## src/verilog/dld_map.vh

```
// Purpose: register offsets, field positions and constants of the lock detector
// Assumes: apb byte addresses are four times the printed register index
// Notes: header only, no logic
`ifndef DLD_MAP_VH
`define DLD_MAP_VH
`define DLD_IDX_FTHR_P0 16'h0805
`define DLD_IDX_PROF_STRIDE 16'h0020
`define DLD_IDX_CLR_CH0 16'h200B
`define DLD_IDX_CLR_CH1 16'h2010
`define DLD_IDX_EVT_CH0 16'h3010
`define DLD_IDX_EVT_CH1 16'h3015
`define DLD_IDX_STAT_CH0 16'h3100
`define DLD_IDX_STAT_CH1 16'h3200
`define DLD_IDX_PTHR_P0 16'h0800
`define DLD_IDX_RATE_P0 16'h0804
`define DLD_IDX_CTRL_CH0 16'h2105
`define DLD_IDX_CTRL_CH1 16'h2205
`define DLD_BIT_PLOCK 1
`define DLD_BIT_FLOCK 2
`define DLD_BIT_EV_PLOCKED 0
`define DLD_BIT_EV_PUNLOCKED 1
`define DLD_BIT_EV_FLOCKED 2
`define DLD_BIT_EV_FUNLOCKED 3
`define DLD_LVL_EMPTY 13'h1800
`define DLD_LVL_FULL 13'h07FF
`define DLD_LVL_LOW_MARK 13'h1BFF
`define DLD_LVL_HIGH_MARK 13'h0400
`define DLD_THR_RESET 24'h000000
`define DLD_RATE_RESET 8'h00
`endif

```

## src/verilog/dld_bucket.v

```verilog
// Purpose: one leaky-bucket lock detector
// Assumes: one sample strobe per decision, same clock
// Notes: level is signed 13 bit, -2048..+2047
`timescale 1ns/100ps
`include "dld_map.vh"
module dld_bucket (
  clk,
  rstn,
  sample_valid,
  err_mag,
  threshold,
  fill_rate,
  drain_rate,
  block_fill,
  force_unlock,
  locked_q
);
  input wire clk;
  input wire rstn;
  input wire sample_valid;
  input wire [23:0] err_mag;
  input wire [23:0] threshold;
  input wire [7:0] fill_rate;
  input wire [7:0] drain_rate;
  input wire block_fill;
  input wire force_unlock;
  output reg locked_q;

  reg signed [12:0] level_q;
  reg signed [13:0] sum;
  wire do_fill;

  // fill on small error, drain otherwise; never both
  assign do_fill = (err_mag <= threshold) && !block_fill;

  always @* begin
    if (do_fill) begin
      sum = {level_q[12], level_q} + {6'h00, fill_rate};
    end else begin
      sum = {level_q[12], level_q} - {6'h00, drain_rate};
    end
  end

  always @(posedge clk or negedge rstn) begin
    if (!rstn) begin
      level_q <= `DLD_LVL_EMPTY;
      locked_q <= 1'b0;
    end else if (sample_valid) begin
      // saturate rather than wrap
      if (sum > $signed({1'b0, `DLD_LVL_FULL})) begin
        level_q <= `DLD_LVL_FULL;
      end else if (sum < $signed({1'b1, `DLD_LVL_EMPTY})) begin
        level_q <= `DLD_LVL_EMPTY;
      end else begin
        level_q <= sum[12:0];
      end
      if (force_unlock) begin
        locked_q <= 1'b0;
      end else if (sum > $signed({1'b0, `DLD_LVL_HIGH_MARK})) begin
        locked_q <= 1'b1;
      end else if (sum < $signed({1'b1, `DLD_LVL_LOW_MARK})) begin
        locked_q <= 1'b0;
      end
    end else if (force_unlock) begin
      locked_q <= 1'b0;
    end
  end
endmodule // dld_bucket

```

## src/verilog/dld_top.v

```verilog
// Purpose: phase and frequency lock detectors for two loop channels, apb registers
// Assumes: samples from phase detector and period comparator arrive on clk
// Notes: zero-wait apb slave, pslverr on unmapped addresses
//
// Function
// - each channel has a phase lock detector; live status bit D1.
// - phase-locked event latches on unlocked to locked change.
// - phase-unlocked event latches on locked to unlocked change.
// - clear register bits 1:0 reset latched phase events.
// - accumulator spans -2048..+2047 and saturates at both ends.
// - lock above +1024, unlock below -1025, hold in between.
// - fill and drain amounts are 8-bit per-profile settings, eight profiles.
// - each sample fills if magnitude within threshold, else drains.
// - phase threshold is 24-bit picoseconds per profile.
// - active slew limiting blocks phase fill events.
// - freerun or holdover forces phase unlocked indication.
// - frequency detector uses same bucket on period deviation.
// - frequency detector ignores slew limiter.
// - live frequency lock status at bit D2.
// - frequency locked/unlocked events latch at bits 3:2.
// - clear register bits 3:2 reset latched frequency events.
// - frequency threshold is 24-bit picoseconds per profile.
// - frequency thresholds at 0x0805..0x08E5, 0x20 apart.
`timescale 1ns/100ps
`include "dld_map.vh"
module dld_top (
  clk,
  rstn,
  psel,
  penable,
  pwrite,
  paddr,
  pwdata,
  prdata,
  pready,
  pslverr,
  ph_valid,
  ph_err,
  per_valid,
  per_dev,
  slew_active,
  freerun,
  holdover,
  phase_lock_q,
  freq_lock_q
);
  parameter NCH = 2;
  parameter NPROF = 8;
  input wire clk;
  input wire rstn;
  input wire psel;
  input wire penable;
  input wire pwrite;
  input wire [17:0] paddr;
  input wire [31:0] pwdata;
  output reg [31:0] prdata;
  output reg pready;
  output reg pslverr;
  input wire [NCH-1:0] ph_valid;
  input wire [NCH*25-1:0] ph_err;
  input wire [NCH-1:0] per_valid;
  input wire [NCH*25-1:0] per_dev;
  input wire [NCH-1:0] slew_active;
  input wire [NCH-1:0] freerun;
  input wire [NCH-1:0] holdover;
  output reg [NCH-1:0] phase_lock_q;
  output reg [NCH-1:0] freq_lock_q;

  ////////////////////////////////////////////////////////////////////////////
  // configuration storage
  reg [23:0] pthr_q [0:NPROF-1];
  reg [23:0] fthr_q [0:NPROF-1];
  reg [7:0] pfill_q [0:NPROF-1];
  reg [7:0] pdrain_q [0:NPROF-1];
  reg [7:0] ffill_q [0:NPROF-1];
  reg [7:0] fdrain_q [0:NPROF-1];
  reg [2:0] prof_sel_q [0:NCH-1];
  reg [3:0] evt_q [0:NCH-1];
  reg [NCH-1:0] plock_d1_q;
  reg [NCH-1:0] flock_d1_q;
  wire [NCH-1:0] plock;
  wire [NCH-1:0] flock;

  wire [15:0] idx;
  wire wr_en;
  wire rd_en;
  assign idx = paddr[17:2];
  assign wr_en = psel && penable && pwrite;
  // read data is captured at the setup edge so that it stands through the access cycle
  assign rd_en = psel && !penable && !pwrite;

  // decode: which profile slot a given index hits at a given base
  function [3:0] prof_hit;
    input [15:0] a;
    input [15:0] base;
    reg [15:0] off;
    begin
      off = a - base;
      if (a >= base && off[4:0] == 5'h00 && off[15:5] < NPROF) begin
        prof_hit = {1'b1, off[7:5]};
      end else begin
        prof_hit = 4'h0;
      end
    end
  endfunction

  // magnitude of a signed 25 bit sample, sign is ignored
  function [23:0] mag;
    input [24:0] v;
    reg [24:0] n;
    begin
      n = v[24] ? (~v + 25'h0000001) : v;
      mag = n[24] ? 24'hFFFFFF : n[23:0];
    end
  endfunction

  wire [3:0] hit_p;
  wire [3:0] hit_f;
  wire [3:0] hit_r;
  assign hit_p = prof_hit(idx, `DLD_IDX_PTHR_P0);
  assign hit_f = prof_hit(idx, `DLD_IDX_FTHR_P0);
  assign hit_r = prof_hit(idx, `DLD_IDX_RATE_P0);

  ////////////////////////////////////////////////////////////////////////////
  // profile registers
  integer i;
  always @(posedge clk or negedge rstn) begin
    if (!rstn) begin
      for (i = 0; i < NPROF; i = i + 1) begin
        pthr_q[i] <= `DLD_THR_RESET;
        fthr_q[i] <= `DLD_THR_RESET;
        pfill_q[i] <= `DLD_RATE_RESET;
        pdrain_q[i] <= `DLD_RATE_RESET;
        ffill_q[i] <= `DLD_RATE_RESET;
        fdrain_q[i] <= `DLD_RATE_RESET;
      end
    end else if (wr_en) begin
      // no floor enforced: software keeps the phase threshold above 50 ps
      if (hit_p[3]) begin
        pthr_q[hit_p[2:0]] <= pwdata[23:0];
      end
      if (hit_f[3]) begin
        fthr_q[hit_f[2:0]] <= pwdata[23:0];
      end
      if (hit_r[3]) begin
        pfill_q[hit_r[2:0]] <= pwdata[7:0];
        pdrain_q[hit_r[2:0]] <= pwdata[15:8];
        ffill_q[hit_r[2:0]] <= pwdata[23:16];
        fdrain_q[hit_r[2:0]] <= pwdata[31:24];
      end
    end
  end

  ////////////////////////////////////////////////////////////////////////////
  // per-channel detectors and event latches
  genvar c;
  generate
    for (c = 0; c < NCH; c = c + 1) begin : g_ch
      wire [15:0] clr_idx;
      wire [15:0] ctl_idx;
      wire [2:0] ps;
      wire clr_hit;
      assign clr_idx = (c == 0) ? `DLD_IDX_CLR_CH0 : `DLD_IDX_CLR_CH1;
      assign ctl_idx = (c == 0) ? `DLD_IDX_CTRL_CH0 : `DLD_IDX_CTRL_CH1;
      assign ps = prof_sel_q[c];
      assign clr_hit = wr_en && (idx == clr_idx);

      dld_bucket u_phase (
        .clk(clk),
        .rstn(rstn),
        .sample_valid(ph_valid[c]),
        .err_mag(mag(ph_err[c*25 +: 25])),
        .threshold(pthr_q[ps]),
        .fill_rate(pfill_q[ps]),
        .drain_rate(pdrain_q[ps]),
        .block_fill(slew_active[c]),
        .force_unlock(freerun[c] | holdover[c]),
        .locked_q(plock[c])
      );

      // same bucket, period deviation, slew limiter not connected
      dld_bucket u_freq (
        .clk(clk),
        .rstn(rstn),
        .sample_valid(per_valid[c]),
        .err_mag(mag(per_dev[c*25 +: 25])),
        .threshold(fthr_q[ps]),
        .fill_rate(ffill_q[ps]),
        .drain_rate(fdrain_q[ps]),
        .block_fill(1'b0),
        .force_unlock(1'b0),
        .locked_q(flock[c])
      );

      always @(posedge clk or negedge rstn) begin
        if (!rstn) begin
          prof_sel_q[c] <= 3'h0;
        end else if (wr_en && idx == ctl_idx) begin
          prof_sel_q[c] <= pwdata[6:4];
        end
      end

      // set wins over a clear arriving in the same cycle
      always @(posedge clk or negedge rstn) begin
        if (!rstn) begin
          evt_q[c] <= 4'h0;
        end else begin
          evt_q[c] <= (evt_q[c] & ~(clr_hit ? pwdata[3:0] : 4'h0))
            | {~flock[c] & flock_d1_q[c], flock[c] & ~flock_d1_q[c],
               ~plock[c] & plock_d1_q[c],
               plock[c] & ~plock_d1_q[c]};
        end
      end
    end
  endgenerate

  always @(posedge clk or negedge rstn) begin
    if (!rstn) begin
      plock_d1_q <= {NCH{1'b0}};
      flock_d1_q <= {NCH{1'b0}};
      phase_lock_q <= {NCH{1'b0}};
      freq_lock_q <= {NCH{1'b0}};
    end else begin
      plock_d1_q <= plock;
      flock_d1_q <= flock;
      phase_lock_q <= plock;
      freq_lock_q <= flock;
    end
  end

  ////////////////////////////////////////////////////////////////////////////
  // apb read and answer, zero wait states
  reg [31:0] rd_d;
  reg map_d;
  always @* begin
    rd_d = 32'h00000000;
    map_d = 1'b1;
    if (hit_p[3]) begin
      rd_d = {8'h00, pthr_q[hit_p[2:0]]};
    end else if (hit_f[3]) begin
      rd_d = {8'h00, fthr_q[hit_f[2:0]]};
    end else if (hit_r[3]) begin
      rd_d = {fdrain_q[hit_r[2:0]], ffill_q[hit_r[2:0]],
              pdrain_q[hit_r[2:0]], pfill_q[hit_r[2:0]]};
    end else begin
      case (idx)
        `DLD_IDX_EVT_CH0: rd_d = {28'h0000000, evt_q[0]};
        `DLD_IDX_EVT_CH1: rd_d = {28'h0000000, evt_q[1]};
        `DLD_IDX_STAT_CH0: rd_d = {29'h00000000, flock[0], plock[0], 1'b0};
        `DLD_IDX_STAT_CH1: rd_d = {29'h00000000, flock[1], plock[1], 1'b0};
        `DLD_IDX_CTRL_CH0: rd_d = {25'h0000000, prof_sel_q[0], 4'h0};
        `DLD_IDX_CTRL_CH1: rd_d = {25'h0000000, prof_sel_q[1], 4'h0};
        `DLD_IDX_CLR_CH0: rd_d = 32'h00000000;
        `DLD_IDX_CLR_CH1: rd_d = 32'h00000000;
        default: map_d = 1'b0;
      endcase
    end
  end

  always @(posedge clk or negedge rstn) begin
    if (!rstn) begin
      prdata <= 32'h00000000;
      pready <= 1'b0;
      pslverr <= 1'b0;
    end else begin
      pready <= psel && !penable;
      pslverr <= psel && !penable && !map_d;
      prdata <= rd_en ? rd_d : 32'h00000000;
    end
  end
endmodule // dld_top

```

## config.mk

```make
export PLATFORM = sky130hd
export DESIGN_NAME = dld_top
export DESIGN_NICKNAME = d
export VERILOG_FILES = /design/src/verilog/dld_bucket.v /design/src/verilog/dld_top.v
export VERILOG_INCLUDE_DIRS = /design/src /design/src/verilog
export SDC_FILE = /design/constraint.sdc
export NUM_CORES = 2
export LEC_CHECK = 0
export BUFFER_PORTS_ARGS = -buffer_cell sky130_fd_sc_hd__buf_4
export CAP_MARGIN = 10
export CORE_MARGIN = 5
export CORE_UTILIZATION = 57
export DETAILED_ROUTE_END_ITERATION = 7
export PLACE_DENSITY = 0.76
export SLEW_MARGIN = 10
export SYNTH_ARGS = -nofsm -noshare
export SYNTH_HDL_FRONTEND = slang
export SYNTH_SLANG_ARGS = --single-unit
```

## constraint.sdc

```tcl
create_clock -name clk -period 7.3 [get_ports clk]
set_input_delay 1.46 -clock clk [delete_from_list [all_inputs] [get_ports clk]]
set_output_delay 1.46 -clock clk [all_outputs]
set_load 0.02 [all_outputs]
```

==> reports/results.ini <==
[run_status]
status=complete, but fails checks
violations=setup timing

[power]
p_leak_nw=26.9
powerDensity_nw_per_um2=184
finalPower_mw=11.1
max-vdd-ir-drop_mv=0.184

[setup_path]
end_kind=register
cp_slowest_cell=or4_4
worstPathArrival_ns=8.05
cp.required_ns=7.88
crit_path_start_kind=primary input
path_buf_inv=6
critPathTopFamily=simple AND/OR/NAND/NOR gates
critPathKind=in -> reg
critPathMaxFanout=7
cpPeakStageDelay_ns=0.43
rrSetupSlack_ns=0.81

[sta]
layout_worst_path_cycle_share=1.02
setup_violations=12
finalHoldViolations=0
timing.hold.ws_ns=0.491
period_minus_slack_ns=7.47
tightest_slew_ns=1.29
max-slew-margin-rel=0.143
fin_ws_ns=-0.170
skew_ns=0.0368
drv_slew=0
fmax_ghz=0.134
rsz0062_at_grt=yes

[synthesis]
synth.most_common_cell=dfrtp_1
synth_area_leader_cell=dfrtp_1
syn_inst=4432
ys_seq_elements=748
yosys_warnings=0
syn_area_um2=51700
synth_flop_cell=dfrtp_1
synth_edf_count=0
synth_top_area_frac=0.358
synthTopCellsByArea=dfrtp_1 (36%), mux4_2 (16%), mux2_2 (15%), mux2i_1 (4.5%), ha_1 (3.8%)
async_flop_share=1.00
ys_types=103
syn_area_per_cell_um2=11.7
synth_common_cells=dfrtp_1 (740), mux2_2 (673), nand2_1 (435)
syn_nets=4759
synth-seq-area-share=0.362

[drt]
num_vias=41900
drtIter0Drc=4825
drtAntennaViolNets=0
drt_wl_total_mm=167
drc_errors=0
wl_per_cell_um=27.7
first_pass_iters=8
vias_per_cell=6.93

[grt]
grt_max_degree=181
first_global_vias=42300
grt_pass1_wl_mm=254
overflow=0
grt_usage=0.336
antenna_found_initial=24

[floorplan]
coreArea_um2=90000
rows=110
io_pins=203
start_util=0.574
die_h_um=311
dieArea_um2=96800
die_w_um=311

[finish]
syn_to_final_growth_pct=16.4
final_util=0.669
layout-drive-gt1-share=0.405
finalNetCount=5113

[placement]
gp_congestion=0.981
dp_hpwl_mm=111
port_buffers=200

[clock_tree]
clk_latency_ns=0.67
cts.sinks=748
cts_hold_buffers=0
cts_max_path_buffers=3
cts_tree=done
cts-root-buf=clkbuf_16
cts_buffers=83
clk_pin_slew_worst_paths_ns=0.06
htreeDepth=3

[job]
max_cap_violations=0

[worst_hold_path]
min_path_type=reg -> reg

path summary, 6_finish.rpt:
kind | startpoint | end | cells past startpoint
max | per_dev[8] | g_ch[0].u_freq.level_q[6]$_DFFE_PN0P_ | 31
min | g_ch[1].u_phase.level_q[11]$_DFFE_PN1P_ | g_ch[1].u_phase.level_q[11]$_DFFE_PN1P_ | 2
max reg2reg | g_ch[1].ps[0]$_DFFE_PN0P_ | g_ch[1].u_freq.level_q[6]$_DFFE_PN0P_ | 27
min reg2reg | g_ch[1].u_phase.level_q[11]$_DFFE_PN1P_ | g_ch[1].u_phase.level_q[11]$_DFFE_PN1P_ | 2
max in group asynchronous | rstn | g_ch[1].u_freq.level_q[1]$_DFFE_PN0P_ | 2
min in group asynchronous | rstn | g_ch[1].u_phase.level_q[1]$_DFFE_PN0P_ | 1
area by class of cell:
cell class	instances	area (µm²)
Timing Repair Buffer	601	4790
Inverter	102	385
Fill cell	6485	29800
Sequential cell	748	18700
Antenna cell	10	25.0
Tap cell	1176	1470
Clock inverter	44	520
Multi-Input combinational cell	3250	31900
Clock buffer	110	2360
kinds of logic after synthesis:
| family | count (synthesis) | share of synthesized area |
|---|---|---|
| mux | 1290 | 0.358 |
| simple gates | 999 | 0.0907 |
| flops | 748 | 0.362 |
| compound gates | 655 | 0.0891 |
| buf+inv | 436 | 0.0353 |
| fa+ha+maj | 162 | 0.0398 |
| xor+xnor | 142 | 0.0244 |
routing by layer:
metal,vias up,global-route usage,wire length [µm]
met4,28,0.175,10500
met3,674,0.120,20900
met5,-,0,171
li1,17700,-,-
met2,2576,0.518,75500
met1,20900,0.421,60100
power breakdown:
part	switching, mW	leakage (nW)	total (mW)	internal (mW)
combinational	1.22	15.2	2.23	1.01
sequential	0.119	10.3	4.41	4.29
clock	1.85	1.42	4.43	2.58
worst min-delay path, cell delays in order (launching register included):
cell and delay [ns]:
dfstp_2 0.37, nor2_1 0.08, a21oi_1 0.04
metrics by stage:
step | instance area, µm² | worst slack, ns | setup TNS, ns | std cells
final | 60200 | -0.170 | -1.61 | 6041
after CTS | 59700 | 0.00174 | 0 | 6018
after detailed placement | 56600 | -0.825 | -26.70 | 5851
after global placement | 56600 | -0.621 | -20.32 | 5851
after global routing | 60200 | -0.422 | -5.58 | 6034
after floorplan | 52000 | -0.266 | -2.70 | 4432
sequential cells by signal (all words and copies together), names as in the netlist:
name	count
pfill_q	64
pready	1
fthr_q	192
prdata	32
pdrain_q	64
g_ch.u_phase.locked_q	2
ffill_q	64
g_ch.u_freq.level_q	26
g_ch.u_freq.locked_q	2
pthr_q	192
g_ch.u_phase.level_q	26
g_ch.ps	6
evt_q	8
pslverr	1
plock_d1_q	2
fdrain_q	64
flock_d1_q	2
layout by cell type, fill, tap and decap left out, types with 34 or more instances in the layout:
master / synthesis / routed
xnor2_1: 43 / 39
nand2_1: 435 / 428
a21oi_1: 125 / 116
nand3_1: 82 / 80
a31oi_1: 57 / 53
nor2_1: 183 / 173
buf_4: 7 / 573
dfrtp_1: 740 / 734
o21ai_0: 115 / 99
clkbuf_16: 0 / 85
xor2_1: 98 / 96
mux4_2: 368 / 368
inv_1: 101 / 100
mux2i_1: 233 / 232
nand4_1: 55 / 55
nor3_1: 45 / 42
mux2_2: 673 / 673
a211oi_1: 37 / 34
ha_1: 158 / 149
timing repair:
item | 4_1_cts | 5_1_grt
pin swaps | 15 | 43
hold endpoints to repair | 0 | 0
cloned | 1 | 4
buffers inserted | 12 | 13
resized for setup | 15 | 76
endpoints found under the setup margin | 12 | 50
(Power assumes the default switching activity.)
